File: config.mk
export PLATFORM = sky130hd
export DESIGN_NAME = tssm_top
export DESIGN_NICKNAME = d
export VERILOG_FILES = /design/src/logic/tssm_pkg.sv /design/src/logic/tssm_drv_stage.sv /design/src/logic/tssm_top.sv
export VERILOG_INCLUDE_DIRS = /design/src /design/src/logic
export SDC_FILE = /design/constraint.sdc
export NUM_CORES = 1
export LEC_CHECK = 0
export ABC_AREA = 1
export BUFFER_PORTS_ARGS = -buffer_cell sky130_fd_sc_hd__buf_2
export CORE_MARGIN = 2
export CORE_UTILIZATION = 25
export DETAILED_ROUTE_END_ITERATION = 10
export GPL_TIMING_DRIVEN = 0
export PLACE_DENSITY = 0.54
export REMOVE_ABC_BUFFERS = 1
export SLEW_MARGIN = 20
export SYNTH_ARGS = -nofsm -noshare
export SYNTH_HDL_FRONTEND = slang
export SYNTH_SLANG_ARGS = --single-unit
export TNS_END_PERCENT = 1
File: constraint.sdc
create_clock -name sys_clk_i -period 1.7 [get_ports sys_clk_i]
set_input_delay 0.085 -clock sys_clk_i [delete_from_list [all_inputs] [get_ports sys_clk_i]]
set_output_delay 0.085 -clock sys_clk_i [all_outputs]
set_load 0.02 [all_outputs]
File: src/logic/tssm_cfg.svh
`ifndef TSSM_CFG_SVH
`define TSSM_CFG_SVH

// Register word indexes; byte address is index times four
`define TSSM_IDX_W          10
`define TSSM_DRV_CTL_IDX    10'h014
`define TSSM_TX_SEL_IDX     10'h016
`define TSSM_TEST_SEL_IDX   10'h031

// Reset values
`define TSSM_TX_SEL_RST     8'h10
`define TSSM_DRV_CTL_RST    8'h00
`define TSSM_TEST_SEL_RST   8'h00

// transmit_source_select fields
`define TSSM_RSVD_HI        7
`define TSSM_RSVD_LO        6
`define TSSM_DRV_SRC_HI     5
`define TSSM_DRV_SRC_LO     4
`define TSSM_AUX_SRC_HI     3
`define TSSM_AUX_SRC_LO     0

// driver_control fields
`define TSSM_INV2_ON_BIT    7
`define TSSM_INV1_ON_BIT    6
`define TSSM_INV2_OFF_BIT   5
`define TSSM_INV1_OFF_BIT   4
`define TSSM_EN2_BIT        1
`define TSSM_EN1_BIT        0

// test_select_one field
`define TSSM_BIT_CHOICE_HI  2
`define TSSM_BIT_CHOICE_LO  0

`endif

File: src/logic/tssm_pkg.sv
package tssm_pkg;

  typedef enum logic [1:0] {
    TSSM_DRV_TRI   = 2'b00,
    TSSM_DRV_CODER = 2'b01,
    TSSM_DRV_AUXIN = 2'b10,
    TSSM_DRV_HIGH  = 2'b11
  } tssm_drv_src_t;

  typedef enum logic [3:0] {
    TSSM_AUX_TRI      = 4'h0,
    TSSM_AUX_LOW      = 4'h1,
    TSSM_AUX_HIGH     = 4'h2,
    TSSM_AUX_TESTBUS  = 4'h3,
    TSSM_AUX_CODER    = 4'h4,
    TSSM_AUX_TXSER    = 4'h5,
    TSSM_AUX_RXREGEN  = 4'h6,
    TSSM_AUX_RXSER    = 4'h7,
    TSSM_AUX_HS_RX    = 4'h8,
    TSSM_AUX_HS_TX    = 4'h9,
    TSSM_AUX_HS_COMP  = 4'ha,
    TSSM_AUX_HS_RSVD  = 4'hb,
    TSSM_AUX_A_RXC    = 4'hc,
    TSSM_AUX_A_TXC    = 4'hd,
    TSSM_AUX_A_RXRAW  = 4'he,
    TSSM_AUX_A_ENVRAW = 4'hf
  } tssm_aux_src_t;

  typedef struct packed {
    tssm_drv_src_t drv_src;
    tssm_aux_src_t aux_src;
    logic [7:0]    drv_ctl;
    logic [2:0]    bit_choice;
    logic [1:0]    auxin_sync;
    logic          aux_lvl;
    logic          aux_oe_n;
    logic [31:0]   rdata;
  } tssm_top_state_t;

  typedef struct packed {
    logic pin;
    logic oe_n;
  } tssm_stage_state_t;

endpackage

File: src/logic/tssm_drv_stage.sv
`timescale 1ns/1ps
`default_nettype none

module tssm_drv_stage
  import tssm_pkg::*;
(
  input  wire logic sys_clk_i,    // Core clock
  input  wire logic reset_i,      // Sync reset
  input  wire logic tri_i,        // Release the pin
  input  wire logic src_i,        // Selected source level
  input  wire logic en_i,         // Driver enabled
  input  wire logic inv_on_i,     // Invert while enabled
  input  wire logic inv_off_i,    // Invert while disabled
  output logic      pin_o,        // Pin level
  output logic      pin_oe_n_o    // Low while driving
);
  import tssm_pkg::*;

  tssm_stage_state_t st_ff;
  tssm_stage_state_t nxt_st;

  always_comb begin
    nxt_st      = st_ff;
    nxt_st.oe_n = tri_i;
    // Disabled driver carries no envelope, only the off inversion
    nxt_st.pin  = (en_i ? src_i : 1'b0) ^ (en_i ? inv_on_i : inv_off_i);
  end

  // Registered so mux switching never glitches the pin
  always_ff @(posedge sys_clk_i) begin
    if (reset_i) begin
      st_ff <= '{pin: 1'b0, oe_n: 1'b1};
    end else begin
      st_ff <= nxt_st;
    end
  end

  assign pin_o      = st_ff.pin;
  assign pin_oe_n_o = st_ff.oe_n;

endmodule // tssm_drv_stage

`default_nettype wire

File: src/logic/tssm_top.sv
// Added by the designer: the APB interface to the registers.
`timescale 1ns/1ps
`default_nettype none
`include "tssm_cfg.svh"

module tssm_top
  import tssm_pkg::*;
(
  input  wire logic        sys_clk_i,          // 100 MHz core clock
  input  wire logic        reset_i,            // Sync reset, active high
  input  wire logic        psel_i,             // APB select
  input  wire logic        penable_i,          // APB access phase
  input  wire logic        pwrite_i,           // APB write
  input  wire logic [11:0] paddr_i,            // APB byte address
  input  wire logic [31:0] pwdata_i,           // APB write data
  input  wire logic [3:0]  pstrb_i,            // APB byte strobes
  output logic             pready_o,           // APB ready
  output logic [31:0]      prdata_o,           // APB read data
  output logic             pslverr_o,          // APB error
  input  wire logic        soft_power_down_i,  // Core in soft power-down
  input  wire logic        coder_envelope_i,   // Internal coder envelope
  input  wire logic        tx_serial_i,        // Serial stream being sent
  input  wire logic        rx_regen_i,         // Regenerated card modulation
  input  wire logic        rx_serial_i,        // Received serial stream
  input  wire logic [7:0]  test_bus_i,         // Internal test bus
  input  wire logic        hs_sam_rx_i,        // Fast scheme module rx
  input  wire logic        hs_sam_tx_i,        // Fast scheme module tx
  input  wire logic        demod_comp_i,       // Demodulator comparator
  input  wire logic        a_sam_rx_carrier_i, // Type A rx with carrier
  input  wire logic        a_sam_tx_carrier_i, // Type A tx with carrier
  input  wire logic        a_sam_rx_raw_i,     // Type A rx unfiltered
  input  wire logic        a_sam_env_raw_i,    // Type A envelope unfiltered
  input  wire logic        aux_signal_input_i, // Aux input pin
  output logic             aux_signal_output_o,      // Aux output pin
  output logic             aux_signal_output_oe_n_o, // Low while driving
  output logic             antenna_driver_one_o,     // Driver one level
  output logic             antenna_driver_one_oe_n_o,// Low while driving
  output logic             antenna_driver_two_o,     // Driver two level
  output logic             antenna_driver_two_oe_n_o // Low while driving
);
  import tssm_pkg::*;

  tssm_top_state_t st_ff;
  tssm_top_state_t nxt_st;

  localparam logic [7:0] tx_sel_rst = `TSSM_TX_SEL_RST;

  logic [`TSSM_IDX_W-1:0] word_idx;
  logic                   hit_tx_sel;
  logic                   hit_drv_ctl;
  logic                   hit_test_sel;
  logic                   hit_any;
  logic                   setup_ph;
  logic                   wr_en;
  logic [7:0]             tx_sel_rd;
  logic [7:0]             rd_word;
  logic                   drv_tri;
  logic                   drv_src_lvl;
  logic [1:0]             drv_en;
  logic [1:0]             drv_inv_on;
  logic [1:0]             drv_inv_off;
  logic [1:0]             drv_pin;
  logic [1:0]             drv_oe_n;

  assign word_idx     = paddr_i[11:2];
  assign hit_tx_sel   = word_idx == `TSSM_TX_SEL_IDX;
  assign hit_drv_ctl  = word_idx == `TSSM_DRV_CTL_IDX;
  assign hit_test_sel = word_idx == `TSSM_TEST_SEL_IDX;
  assign hit_any      = hit_tx_sel | hit_drv_ctl | hit_test_sel;
  assign setup_ph     = psel_i & ~penable_i;

  // Zero wait state; error on unmapped word
  assign pready_o  = 1'b1;
  assign pslverr_o = psel_i & penable_i & ~hit_any;
  assign wr_en     = psel_i & penable_i & pwrite_i & hit_any & pstrb_i[0];

  // Reserved top bits read zero
  assign tx_sel_rd = {2'b00, st_ff.drv_src, st_ff.aux_src};

  always_comb begin
    rd_word = 8'h00;
    if (hit_tx_sel) begin
      rd_word = tx_sel_rd;
    end else if (hit_drv_ctl) begin
      rd_word = st_ff.drv_ctl;
    end else if (hit_test_sel) begin
      rd_word = {5'h00, st_ff.bit_choice};
    end
  end

  always_comb begin
    nxt_st            = st_ff;
    nxt_st.auxin_sync = {st_ff.auxin_sync[0], aux_signal_input_i};
    if (setup_ph) begin
      nxt_st.rdata = {24'h000000, rd_word};
    end
    if (wr_en && hit_tx_sel) begin
      // Bits 7:6 discarded
      nxt_st.drv_src = tssm_drv_src_t'(pwdata_i[`TSSM_DRV_SRC_HI:`TSSM_DRV_SRC_LO]);
      nxt_st.aux_src = tssm_aux_src_t'(pwdata_i[`TSSM_AUX_SRC_HI:`TSSM_AUX_SRC_LO]);
    end
    if (wr_en && hit_drv_ctl) begin
      nxt_st.drv_ctl = pwdata_i[7:0];
    end
    if (wr_en && hit_test_sel) begin
      nxt_st.bit_choice = pwdata_i[`TSSM_BIT_CHOICE_HI:`TSSM_BIT_CHOICE_LO];
    end
    // Aux output mux, registered for glitch-free switching
    nxt_st.aux_oe_n = 1'b0;
    nxt_st.aux_lvl  = 1'b0;
    unique case (st_ff.aux_src)
      TSSM_AUX_TRI:      nxt_st.aux_oe_n = 1'b1;
      TSSM_AUX_LOW:      nxt_st.aux_lvl  = 1'b0;
      TSSM_AUX_HIGH:     nxt_st.aux_lvl  = 1'b1;
      TSSM_AUX_TESTBUS:  nxt_st.aux_lvl  = test_bus_i[st_ff.bit_choice];
      TSSM_AUX_CODER:    nxt_st.aux_lvl  = coder_envelope_i;
      TSSM_AUX_TXSER:    nxt_st.aux_lvl  = tx_serial_i;
      TSSM_AUX_RXREGEN:  nxt_st.aux_lvl  = rx_regen_i;
      TSSM_AUX_RXSER:    nxt_st.aux_lvl  = rx_serial_i;
      TSSM_AUX_HS_RX:    nxt_st.aux_lvl  = hs_sam_rx_i;
      TSSM_AUX_HS_TX:    nxt_st.aux_lvl  = hs_sam_tx_i;
      TSSM_AUX_HS_COMP:  nxt_st.aux_lvl  = demod_comp_i;
      TSSM_AUX_HS_RSVD:  nxt_st.aux_lvl  = 1'b0;
      TSSM_AUX_A_RXC:    nxt_st.aux_lvl  = a_sam_rx_carrier_i;
      TSSM_AUX_A_TXC:    nxt_st.aux_lvl  = a_sam_tx_carrier_i;
      TSSM_AUX_A_RXRAW:  nxt_st.aux_lvl  = a_sam_rx_raw_i;
      TSSM_AUX_A_ENVRAW: nxt_st.aux_lvl  = a_sam_env_raw_i;
    endcase
  end

  always_ff @(posedge sys_clk_i) begin
    if (reset_i) begin
      st_ff.drv_src    <= tssm_drv_src_t'(tx_sel_rst[`TSSM_DRV_SRC_HI:`TSSM_DRV_SRC_LO]);
      st_ff.aux_src    <= tssm_aux_src_t'(tx_sel_rst[`TSSM_AUX_SRC_HI:`TSSM_AUX_SRC_LO]);
      st_ff.drv_ctl    <= `TSSM_DRV_CTL_RST;
      st_ff.bit_choice <= 3'(`TSSM_TEST_SEL_RST);
      st_ff.auxin_sync <= 2'b00;
      st_ff.aux_lvl    <= 1'b0;
      st_ff.aux_oe_n   <= 1'b1;
      st_ff.rdata      <= 32'h00000000;
    end else begin
      st_ff <= nxt_st;
    end
  end

  assign prdata_o                 = st_ff.rdata;
  assign aux_signal_output_o      = st_ff.aux_lvl;
  assign aux_signal_output_oe_n_o = st_ff.aux_oe_n;

  // Common driver source; power-down disables but only code 00 tristates
  assign drv_tri = st_ff.drv_src == TSSM_DRV_TRI;

  always_comb begin
    unique case (st_ff.drv_src)
      TSSM_DRV_TRI:   drv_src_lvl = 1'b0;
      TSSM_DRV_CODER: drv_src_lvl = coder_envelope_i;
      TSSM_DRV_AUXIN: drv_src_lvl = st_ff.auxin_sync[1];
      TSSM_DRV_HIGH:  drv_src_lvl = 1'b1;
    endcase
  end

  assign drv_en      = {st_ff.drv_ctl[`TSSM_EN2_BIT], st_ff.drv_ctl[`TSSM_EN1_BIT]}
                       & {2{~soft_power_down_i}};
  assign drv_inv_on  = {st_ff.drv_ctl[`TSSM_INV2_ON_BIT], st_ff.drv_ctl[`TSSM_INV1_ON_BIT]};
  assign drv_inv_off = {st_ff.drv_ctl[`TSSM_INV2_OFF_BIT], st_ff.drv_ctl[`TSSM_INV1_OFF_BIT]};

  for (genvar g = 0; g < 2; g++) begin : g_drv
    tssm_drv_stage u_stage (
      .sys_clk_i  (sys_clk_i),
      .reset_i    (reset_i),
      .tri_i      (drv_tri),
      .src_i      (drv_src_lvl),
      .en_i       (drv_en[g]),
      .inv_on_i   (drv_inv_on[g]),
      .inv_off_i  (drv_inv_off[g]),
      .pin_o      (drv_pin[g]),
      .pin_oe_n_o (drv_oe_n[g])
    );
  end

  assign antenna_driver_one_o      = drv_pin[0];
  assign antenna_driver_one_oe_n_o = drv_oe_n[0];
  assign antenna_driver_two_o      = drv_pin[1];
  assign antenna_driver_two_oe_n_o = drv_oe_n[1];
endmodule // tssm_top

`default_nettype wire

After elaboration in Yosys (flattened, before gate mapping)
Cells that the tools add are included.
W data, S select, Z words.
Storage, ports and cells
  output and inout port bits: 40
  logic and storage cells: 62
  bits of input ports: 74
  register bits: 32
Operators by class
  equal/unequal tests: 19
  bitwise operators: 14
  reductions and logical operators: 5
  mux-type cells: 12
  $lt $le $gt $ge: 1
Operators by type and width (number)
  $eq A4 B4 Y1 const B: 7
  $eq A10 B5 Y1 const B: 2
  $eq A4 B3 Y1 const B: 4
  $mux W8: 2
  $pmux W1 S13: 1
  $eq A10 B6 Y1 const B: 1
  $eq A4 B2 Y1 const B: 2
  $and A1 B1 Y1: 6
  $mux W1: 6
  $eq A2 B2 Y1 const B: 2
  $logic_not A4 Y1: 1
  $lt A3 B4 Y1 const B: 1
  $pmux W1 S4: 1
  $bmux W1 S3: 1
  $logic_and A1 B1 Y1: 3
  $mux W3: 1
  $not A1 Y1: 3
  $and A2 B2 Y2: 1
  $eq A2 B1 Y1 const B: 1
  $logic_not A2 Y1: 1
  $or A1 B1 Y1: 2
  $xor A1 B1 Y1: 2

Logic depth before layout (Yosys ltp)
Gate-level depths: netlist of run 1.
  word-level depth: 6
  gate-level depth with buffers: 10

By module
Synthesis of run 1 repeated with hierarchy kept, for this count alone.
Second synthesis, totals
  cells, all modules: 294
  area total of the unflattened synthesis: 1966.9 um^2
Modules (own cells, without submodules)
  tssm_top: seq. area each 580.6 um^2, area an instance 1811.7 um^2, instances 1, cells an instance 274
  tssm_drv_stage: seq. area each 40.0 um^2, area an instance 77.6 um^2, instances 2, cells an instance 10

Worst setup path after synthesis of run 1
OpenSTA, ideal clock, no wires.
  path kind: reg2reg
  start: reg st_ff[48] in the netlist's numbering
  end: reg st_ff, in the netlist aux_signal_output_o
  buffers on the path: 1
  clock period less this slack: 1166 ps
  setup slack: 534 ps
  required time: 1584 ps
  stages on the path, launching flop included: 11
  data arrival time: 1049 ps
  setup time: 116 ps
  path through: dfxtp_1 > clkbuf_1 > inv_1 > nand2_1 > nor2_1 > nor2_1 > nand2_1 > nand2_1 > nand2_1 > nand2_1 > a21oi_1
Between the ends
  longest elaborated chain between the ends: 2
  elaborated cells on any way between the ends: 14
  those cells by class: eq/ne (13); mux (1)
Ends and longest elaborated chain
  start, declared: line tssm_top.sv:43  | tssm_top_state_t st_ff;
  start signal, assigned: line tssm_top.sv:142  | st_ff <= nxt_st;
  $eq A4 B4 Y1 (tied with other cells): line tssm_top.sv:111  | unique case (st_ff.aux_src)
  $pmux W1 S13 *: line tssm_top.sv:111
Every way passes the cells marked *; elsewhere a longest branch is shown, timed or not.
A chain may end at the register's enable or synchronous reset.

Worst setup path in the final report of run 1
Ends and elaborated chain as after synthesis.

==> results_dict.tcl, run 1 <==
set metrics [dict create \
    ctsResizeCount 0 \
    power_leakage_uw 0.00126 \
    clock.fmax_mhz 783 \
    detail_route.wirelength_um 4630 \
    clock-skew-final_ns 0.00740 \
    synth_flop_cell "sky130_fd_sc_hd__dfxtp_1" \
    initial_core_util_pct 25.7 \
    core_area_mm2 0.00773 \
    routed_wire_length_per_instance_um 10.2 \
    synth_sequential_area_ratio_pct 32.3 \
    worst-path-buf-inv 1 \
    first_pass_grt_wire_length_um 7750 \
    fin_tns_setup_ns 0 \
    worstHoldPathType "in2reg" \
    hold_buffers 1 \
    globalplace.congestion 0.784 \
    root_buffer "sky130_fd_sc_hd__clkbuf_8" \
    timing.max_slew.rel_slack_pct 48.7 \
    max-clock-path-buffers 2 \
    number_of_ports_placed_on_the_die_boundary 114 \
    grt_pass1_vias 1722 \
    largest_net_degree_at_the_start_of_global_routing 27 \
    die-width_um 93.1 \
    syn-mean-instance-area_um2 6.57 \
    outcome "complete, no violations" \
    r2r.worst_path.cells 9 \
    finish.utilization_pct 29.9 \
    max-cap-violations 0 \
    worst-endpoint-arrival_ns 1.45 \
    detailedRoute.firstIterationViolations 68 \
    crit_path_top_delay_cell "sky130_fd_sc_hd__dfxtp_1" \
    design.final.nets 425 \
    syn-instance-count 302 \
    synth_largest_type_area_fraction_pct 32.3 \
    startpoint_type "flip-flop" \
    post_cts.repair.setup_buffers 0 \
    timing.critical_path.to_type "flip-flop" \
    final-hold-violation-count 0 \
    reg2reg_from "st_ff[48]" \
    dieHeight_um 93.1 \
    ir_drop_mv 0.272 \
    setup_ws_ns 0.423 \
    die_area_mm2 0.00867 \
    crit_path_cell_chain "inv_1, nand2_1, nor2_1, nor2_1, nand2_1, nand2_1, nand2_1, nand2_1, a21oi_1" \
    synth.top_cells.by_count "sky130_fd_sc_hd__nand2_1, sky130_fd_sc_hd__buf_4, sky130_fd_sc_hd__inv_1" \
    post_synth_instance_area_mm2 0.00198 \
    r2r_setup_slack_ns 0.42 \
    drt-vias-per-instance 4.06 \
    cts_num_sinks 32 \
    worst-slew-pin-transition_ns 0.768 \
    synth.yosys.warnings 0 \
    filler_cells 865 \
    cts_inserted_buffers 5 \
    synthTopCellsByArea "sky130_fd_sc_hd__dfxtp_1, sky130_fd_sc_hd__nand2_1, sky130_fd_sc_hd__buf_4" \
    worst-path-max-fanout 8 \
    rsz0062_at_grt "no" \
    hold_ws_ns 0.0212 \
    cts_tree "built" \
    drtAntennaViolNets 0 \
    worstHoldPathCells 3 \
    ctsHtreeMaxLevel 2 \
    worstSetupStartpoint "st_ff[48]" \
    grt-ovfl-total 0 \
    critPathKind "reg2reg" \
    placementRows 32 \
    yosys.cell_count.top_type "sky130_fd_sc_hd__nand2_1" \
    reg2reg_to "aux_signal_output_o" \
    final.min_clock_period_ns 1.28 \
    setup_violations 0 \
    drive_above_1_share_pct 25.3 \
    post-route-period-util_pct 75.1 \
    placement.io_buffers 59 \
    power-per-cell-area_mw_per_mm2 695 \
    final_max_slew_viol_count 0 \
    cpLargestDelayFamily "flip-flops" \
    grt.total_usage_pct 11.2 \
    drc_errors 0 \
    ys_ff_latch 32 \
    detailed_routing_iteration_count_for_the_pre_antenna_repair_pass 4 \
    post_synth_num_cell_types 25 \
    flow.area_growth_from_synthesis_pct 16.3 \
    dp_hpwl_um 3610 \
    antenna_violations_before_repair 0 \
    clk_transition_reported_paths_ns 0.07 \
    hold_start "pwdata_i[7]" \
    insertion_delay_ns 0.28 \
    total_power_uw 1600 \
    critPathMostFrequentCell "sky130_fd_sc_hd__nand2_1" \
    pre_cts_slack_ns 0.181 \
    worstPathRequired_ns 1.88 \
    cpPeakStageDelay_ns 0.47 \
    async_set_reset_flop_share_out_of_synthesis_pct 0 \
    num_vias 1845 \
    worst_hold_path.endpoint "drv_inv_on[1]" \
    synth_largest_area_cell "sky130_fd_sc_hd__dfxtp_1" \
    synth_edf_count 0 \
    num_antenna_cells 0 \
]
## layout by cell type (no fill, tap or decap), types with 2 or more instances in the layout
cell type / netlist / layout
sky130_fd_sc_hd__nor2_1: 27 / 26
sky130_fd_sc_hd__inv_1: 33 / 33
sky130_fd_sc_hd__a21oi_2: 6 / 6
sky130_fd_sc_hd__buf_2: 3 / 59
sky130_fd_sc_hd__nand4_1: 8 / 8
sky130_fd_sc_hd__a31oi_1: 2 / 2
sky130_fd_sc_hd__nand2_2: 3 / 3
sky130_fd_sc_hd__inv_2: 8 / 8
sky130_fd_sc_hd__a21oi_1: 12 / 12
sky130_fd_sc_hd__nor3_1: 4 / 4
sky130_fd_sc_hd__nand2_1: 81 / 81
sky130_fd_sc_hd__nor2_8: 2 / 2
sky130_fd_sc_hd__o21ai_0: 10 / 10
sky130_fd_sc_hd__nand3_1: 25 / 25
sky130_fd_sc_hd__dfxtp_1: 32 / 32
sky130_fd_sc_hd__clkbuf_8: 0 / 6
sky130_fd_sc_hd__conb_1: 2 / 25
## metrics by stage
stage / std cells / instance area, um^2
floorplan: 284 / 1780
global placement: 445 / 2200
detailed placement: 445 / 2200
CTS: 454 / 2300
global route: 454 / 2310
finish: 454 / 2310
## final cells by class
class                      instances  area (um^2)  area share [%]
multi-input combinational        211          986            42.7
clock buffer                       7         86.3            3.74
clock inverter                     1         7.51           0.325
tap                              102          128            5.53
timing repair buffer              60          305            13.2
sequential                        32          641            27.8
inverter                          41          154            6.67
## how the worst max path moves through the flow
stage	end	slack, ns	cells past startpoint
final	aux_signal_output_o	0.42	9
after global routing	aux_signal_output_o	0.25	9
after CTS	aux_signal_output_o	0.42	9
after detailed placement	prdata_o[3]	0.18	6
after global placement	prdata_o[3]	0.21	6
after floorplan	drv_inv_off[0]	0.60	8
## tightest hold or removal path, stage by stage
cell and delay [ns]:
sky130_fd_sc_hd__buf_2 0.08, sky130_fd_sc_hd__nor2_1 0.03, sky130_fd_sc_hd__nor2_1 0.08
## power by group
part           switching [uW]  internal, uW  leakage (uW)
sequential               5.47           764      0.000260
clock                     282           329     0.0000445
combinational             153          70.0      0.000960
## registers in the layout, indices dropped and copies added, names as in the netlist
signal                    flops
aux_signal_output_oe_n_o      1
drv_inv_off                   2
drv_inv_on                    2
aux_signal_output_o           1
g_drv.u_stage.pin_o           2
g_drv.u_stage.pin_oe_n_o      1
prdata_o                      8
st_ff                        14
nxt_st                        1
## per-layer routing
| layer | global-route usage [%] | up-vias | routed length [um] |
|---|---|---|---|
| li1 | - | 981 | - |
| met1 | 13.6 | 815 | 2190 |
| met2 | 19.3 | 44 | 2150 |
| met3 | 3.06 | 5 | 221 |
| met4 | 3.68 | 0 | 70 |
| met5 | 0 | - | 0 |
## cells by family after synthesis
logic type             synth area share, %
AO/OA/AOI/OAI                         9.58
other                                0.378
flip-flops                            32.3
buffers and inverters                 22.5
AND/OR/NAND/NOR                       35.2
Power figures use the tool's default switching activity.
==> run 2: changes to the inputs <==
clock period = 1.35 ns   (was 1.7 ns; I/O delays follow)
==> run 2 against run 1 <==
First-iteration DRC count shrank 8.8%. Clock skew is essentially flat. Combinational power grew 28%. Sequential share of layout area shrank 0.16 points. Register-to-register slack lost 0.24 ns. Worst setup slack lost 0.24 ns.
==> results_dict.tcl, run 2 (synthesis results as in run 1) <==
set metrics [dict create \
    clock-skew-final_ns 0.00737 \
    root_buffer "sky130_fd_sc_hd__clkbuf_8" \
    post_layout_nonfiller_instances 456 \
    final_max_slew_viol_count 0 \
    dp_hpwl_um 3610 \
    die_area_mm2 0.00867 \
    critPathKind "reg2reg" \
    placement.io_buffers 59 \
    layout.cells.most_common "sky130_fd_sc_hd__nand2_1" \
    setup_violations 0 \
    post-route-period-util_pct 86.1 \
    top_layer_used "met4" \
    total_power_uw 2020 \
    r2r.worst_path.cells 9 \
    critPathCapture "aux_signal_output_o" \
    drive_above_1_share_pct 25.7 \
    drtAntennaViolNets 0 \
    num_vias 1849 \
    ir_drop_mv 0.344 \
    grt_pass1_vias 1726 \
    final-hold-violation-count 0 \
    final.min_clock_period_ns 1.16 \
    grt.total_usage_pct 11.3 \
    core_area_mm2 0.00773 \
    ctsHtreeMaxLevel 2 \
    dpl.cell_count 445 \
    globalplace.congestion 0.784 \
    wire_length_on_met3_um 202 \
    cts_inserted_buffers 5 \
    first_pass_grt_wire_length_um 7760 \
    flow.area_growth_from_synthesis_pct 17.4 \
    max-cap-violations 0 \
    detail_route.wirelength_um 4640 \
    detailed_routing_iteration_count_for_the_pre_antenna_repair_pass 5 \
    timing.max_slew.rel_slack_pct 48.6 \
    max-clock-path-buffers 2 \
    worstSetupStartpoint "st_ff[48]" \
    num_antenna_cells 0 \
    drc_errors 0 \
    die-width_um 93.1 \
    largest_register_ff_count 14 \
    power_leakage_uw 0.00127 \
    timing.critical_path.to_type "flip-flop" \
    met2_wirelength_um 2140 \
    dieHeight_um 93.1 \
    worst-slew-pin-transition_ns 0.770 \
    rsz0062_at_grt "no" \
    cts_num_sinks 32 \
    post_cts.repair.setup_buffers 0 \
    drt-vias-per-instance 4.05 \
    grt-ovfl-total 0 \
    reg2reg_from "st_ff[48]" \
    largest-register "st_ff" \
    reg2reg_to "aux_signal_output_o" \
    largest_net_degree_at_the_start_of_global_routing 27 \
    leading_cell_types_in_the_layout_fill_and_taps_excluded "sky130_fd_sc_hd__nand2_1, sky130_fd_sc_hd__buf_2, sky130_fd_sc_hd__inv_1, sky130_fd_sc_hd__dfxtp_1, sky130_fd_sc_hd__nor2_1" \
    power-per-cell-area_mw_per_mm2 869 \
    cts_tree "built" \
    design.final.nets 427 \
    number_of_ports_placed_on_the_die_boundary 114 \
    clock.fmax_mhz 860 \
    insertion_delay_ns 0.28 \
    clk_transition_reported_paths_ns 0.07 \
    route.layer.met1.wl_um 2220 \
    startpoint_type "flip-flop" \
    r2r_setup_slack_ns 0.19 \
    placementRows 32 \
    worst-path-max-fanout 8 \
    worst-endpoint-arrival_ns 1.34 \
    worstHoldPathType "in2reg" \
    initial_core_util_pct 25.7 \
    routed_wire_length_per_instance_um 10.2 \
    worstPathRequired_ns 1.53 \
    filler_cells 864 \
    detailedRoute.firstIterationViolations 62 \
    outcome "complete, no violations" \
    antenna_violations_before_repair 0 \
]
run 2: cell count changes in the layout (fill, tap and decap cells not counted):
cell	delta
sky130_fd_sc_hd__dfxtp_1	-2
sky130_fd_sc_hd__dfxtp_2	+2
sky130_fd_sc_hd__dlygate4sd3_1	+2
run 2: final cells by class:
class                           instances  area, um^2  share of cell area (%)
Tap cell                              102         128                    5.48
Timing Repair Buffer                   62         325                    14.0
Inverter                               41         154                    6.61
Sequential cell                        32         643                    27.6
Multi-Input combinational cell        211         986                    42.3
Clock inverter                          1        7.51                   0.322
Clock buffer                            7        86.3                    3.71
run 2: worst max-delay path: stages, from the launching register on:
cell and delay [ns]:
sky130_fd_sc_hd__dfxtp_2 0.41, sky130_fd_sc_hd__inv_1 0.15, sky130_fd_sc_hd__nand2_1 0.10, sky130_fd_sc_hd__nor2_1 0.04, sky130_fd_sc_hd__nor2_1 0.10, sky130_fd_sc_hd__nand2_1 0.06
sky130_fd_sc_hd__nand2_1 0.06, sky130_fd_sc_hd__nand2_1 0.05, sky130_fd_sc_hd__nand2_1 0.05, sky130_fd_sc_hd__a21oi_1 0.05
run 2: metrics by stage:
stage / hold WS (ns) / instance area, um^2 / TNS, ns / util [%] / setup WS (ns)
floorplan: 0.137 / 1780 / 0 / - / 0.266
global placement: 0.277 / 2200 / -0.767 / 28.5 / -0.124
detailed placement: 0.282 / 2200 / -1.03 / 28.5 / -0.152
CTS: 0.0329 / 2320 / 0 / 30.1 / 0.0724
global route: 0.0436 / 2330 / 0 / 30.1 / 0.0436
finish: 0.0441 / 2330 / 0 / 30.1 / 0.187
run 2: power by group:
group | internal (uW) | leakage, uW | switching (uW)
Combinational | 91.9 | 0.000968 | 194
Sequential | 962 | 0.000261 | 6.72
Clock | 414 | 0.0000445 | 355
Total | 1470 | 0.00127 | 556
run 2: how the worst min path moves through the flow:
stage | start | to | slack (ns) | depth (start not counted)
after floorplan | reset_i | aux_signal_output_o | 0.14 | 1
after global placement | aux_signal_input_i | nxt_st[35] | 0.28 | 3
after detailed placement | aux_signal_input_i | nxt_st[35] | 0.28 | 3
after CTS | pwdata_i[1] | st_ff[37] | 0.03 | 3
after global routing | reset_i | nxt_st[35] | 0.04 | 2
final | pwdata_i[4] | drv_inv_off[0] | 0.04 | 3
run 2: timing repair:
item	CTS	global route
gates resized for setup	0	2
endpoints found under the hold margin	3	0
setup endpoints to repair	0	1
hold buffers	3	0
run 2: per-layer routing:
| layer | up-vias | track usage, % |
|---|---|---|
| li1 | 985 | - |
| met3 | 5 | 3.06 |
| met5 | - | 0 |
| met4 | 0 | 3.68 |
| met2 | 42 | 19.3 |
| met1 | 817 | 13.7 |
==> run 3: changes to the inputs <==
ABC_AREA = default   (was 1)
CORE_ASPECT_RATIO = 0.75   (was default)
PLACE_DENSITY = 0.55   (was 0.54)
==> run 3 against run 2 <==
The run now ends with negative setup slack left. Register-to-register slack worse by 0.23 ns. Cell area fell by 5.0%. Routed wire length is 8.7% lower. Sequential power decreased by 2.6%. Critical endpoint unchanged. Largest power group unchanged. Highest routed layer unchanged.
==> results_dict.tcl, run 3 <==
set metrics [dict create \
    cts_num_sinks 32 \
    drive_above_1_share_pct 32.9 \
    first_pass_grt_wire_length_um 6350 \
    worst_hold_path.endpoint "st_ff[51]" \
    max-clock-path-buffers 2 \
    post_synth_num_cell_types 39 \
    final-hold-violation-count 0 \
    violations "negative setup slack" \
    max-cap-violations 0 \
    num_antenna_cells 0 \
    reg2reg_from "st_ff[36]" \
    layout.cells.most_common "sky130_fd_sc_hd__buf_2" \
    finish.utilization_pct 31.9 \
    r2r.worst_path.cells 4 \
    filler_cells 747 \
    antenna_violations_before_repair 0 \
    crit_path_cell_chain "mux4_2, mux2i_1, or4b_4, o41ai_2" \
    largest-register "st_ff" \
    rsz0062_at_grt "yes" \
    reg2reg_to "aux_signal_output_o" \
    grt-ovfl-total 0 \
    largest_register_ff_count 14 \
    final_max_slew_viol_count 0 \
    die_area_mm2 0.00800 \
    worst-slew-pin-transition_ns 0.539 \
    cts_tree "built" \
    synth.yosys.warnings 0 \
    ys_ff_latch 32 \
    total_power_uw 1950 \
    routed_wire_length_per_instance_um 12.1 \
    cpLargestDelayFamily "simple AND/OR/NAND/NOR gates" \
    worstPathRequired_ns 1.55 \
    ir_drop_mv 0.399 \
    yosys.cell_count.top_type "sky130_fd_sc_hd__buf_4" \
    power-per-cell-area_mw_per_mm2 883 \
    globalplace.congestion 0.709 \
    worstSetupStartpoint "st_ff[36]" \
    die-width_um 103 \
    clock-skew-final_ns 0.00317 \
    largest_net_degree_at_the_start_of_global_routing 30 \
    syn-mean-instance-area_um2 9.12 \
    core_area_mm2 0.00693 \
    crit_path_top_delay_cell "sky130_fd_sc_hd__or4b_4" \
    fin_tns_setup_ns -0.0425 \
    number_of_ports_placed_on_the_die_boundary 114 \
    outcome "finished with violations" \
    synth.top_cells.by_count "sky130_fd_sc_hd__buf_4, sky130_fd_sc_hd__dfxtp_1, sky130_fd_sc_hd__mux2i_1" \
    post-route-period-util_pct 103 \
    num_vias 1443 \
    timing.max_slew.rel_slack_pct 64.1 \
    detailedRoute.firstIterationViolations 64 \
    flow.area_growth_from_synthesis_pct 21.3 \
    post_synth_instance_area_mm2 0.00182 \
    cts_inserted_buffers 5 \
    clk_transition_reported_paths_ns 0.07 \
    synth_flop_cell "sky130_fd_sc_hd__dfxtp_1" \
    syn-instance-count 200 \
    design.final.nets 325 \
    hold_start "pwdata_i[4]" \
    dieHeight_um 78.0 \
    synth_sequential_area_ratio_pct 35.1 \
    drtAntennaViolNets 0 \
    insertion_delay_ns 0.29 \
    r2r_setup_slack_ns -0.04 \
    ctsHtreeMaxLevel 2 \
    grt_pass1_vias 1315 \
    detailed_routing_iteration_count_for_the_pre_antenna_repair_pass 4 \
    detail_route.wirelength_um 4230 \
    worst-endpoint-arrival_ns 1.59 \
    startpoint_type "flip-flop" \
    placementRows 26 \
    final.min_clock_period_ns 1.39 \
    leading_cell_types_in_the_layout_fill_and_taps_excluded "sky130_fd_sc_hd__buf_2, sky130_fd_sc_hd__dfxtp_1, sky130_fd_sc_hd__conb_1, sky130_fd_sc_hd__mux2i_1, sky130_fd_sc_hd__nor2_1" \
    worstHoldPathCells 3 \
    synth_largest_area_cell "sky130_fd_sc_hd__dfxtp_1" \
    synth_edf_count 0 \
    drc_errors 0 \
    worst-path-max-fanout 3 \
    root_buffer "sky130_fd_sc_hd__clkbuf_8" \
    grt.total_usage_pct 10.4 \
    synthTopCellsByArea "sky130_fd_sc_hd__dfxtp_1, sky130_fd_sc_hd__buf_4, sky130_fd_sc_hd__mux2i_1" \
    worstHoldPathType "in2reg" \
    synth_largest_type_area_fraction_pct 35.1 \
    drt-vias-per-instance 4.12 \
    setup_ws_ns -0.0425 \
    placement.io_buffers 59 \
    dp_hpwl_um 3190 \
    async_set_reset_flop_share_out_of_synthesis_pct 0 \
    cpPeakStageDelay_ns 0.48 \
    clock.fmax_mhz 718 \
    power_leakage_uw 0.00108 \
    critPathKind "reg2reg" \
    setup_violations 1 \
    timing.critical_path.to_type "flip-flop" \
    worst-path-buf-inv 0 \
    initial_core_util_pct 26.3 \
]
[run 3: how the worst max path moves through the flow]
stage | cells past startpoint | endpoint
finish | 4 | aux_signal_output_o
global route | 4 | aux_signal_output_o
CTS | 4 | aux_signal_output_o
detailed placement | 4 | aux_signal_output_o
global placement | 4 | aux_signal_output_o
floorplan | 4 | aux_signal_output_o
[run 3: kinds of logic after synthesis]
group / Yosys count / synth area share (%)
multiplexers: 26 / 16.5
AND/OR/NAND/NOR: 64 / 20.1
AO/OA/AOI/OAI: 27 / 10.0
buffers and inverters: 47 / 16.9
XOR/XNOR: 2 / 0.960
flip-flops: 32 / 35.1
other: 2 / 0.412
[run 3: final cells by class]
type | instances | area, um^2 | area share [%]
flip-flops and latches | 32 | 652 | 29.5
well taps | 98 | 123 | 5.54
inverters | 4 | 15.0 | 0.679
multi-input cells | 144 | 975 | 44.1
clock buffers | 6 | 82.6 | 3.73
repair buffers | 64 | 355 | 16.1
clock inverters | 2 | 10.0 | 0.452
[run 3: what timing repair did]
action	4_1_cts	5_1_grt
gates cloned	0	0
resized for setup	8	5
pin swaps	0	4
setup buffers	1	1
hold buffers	3	0
endpoints found under the setup margin	1	15
endpoints found under the hold margin	3	0
[run 3: power by group]
group          leakage, uW  internal [uW]  switching, uW  total, uW
Clock            0.0000510            406            366        773
Combinational     0.000770           88.6            150        238
Sequential        0.000261            942           1.29        943
[run 3: worst reg2reg max path, cell delays in order (launching register included)]
cell                      delay (ns)
sky130_fd_sc_hd__dfxtp_4        0.35
sky130_fd_sc_hd__mux4_2         0.33
sky130_fd_sc_hd__mux2i_1        0.07
sky130_fd_sc_hd__or4b_4         0.48
sky130_fd_sc_hd__o41ai_2        0.06
[run 3: per-stage QoR]
step	setup WS [ns]	instance area, um^2	std cells	hold WS, ns
after floorplan	-0.118	1620	180	0.137
after CTS	-0.0558	2180	349	0.0163
after global placement	-0.253	2040	337	0.280
final	-0.0425	2210	350	0.0160
after detailed placement	-0.272	2040	337	0.283
after global routing	-0.0751	2210	350	0.0287
[run 3: layer usage]
metal	up-vias	routed length [um]	share of wire [%]	track usage [%]
met2	50	1750	41	14.8
met3	8	304	7.2	3.33
met4	0	62	1.5	3.60
li1	744	-	-	-
met1	641	2120	50	14.7
met5	-	0	0	0
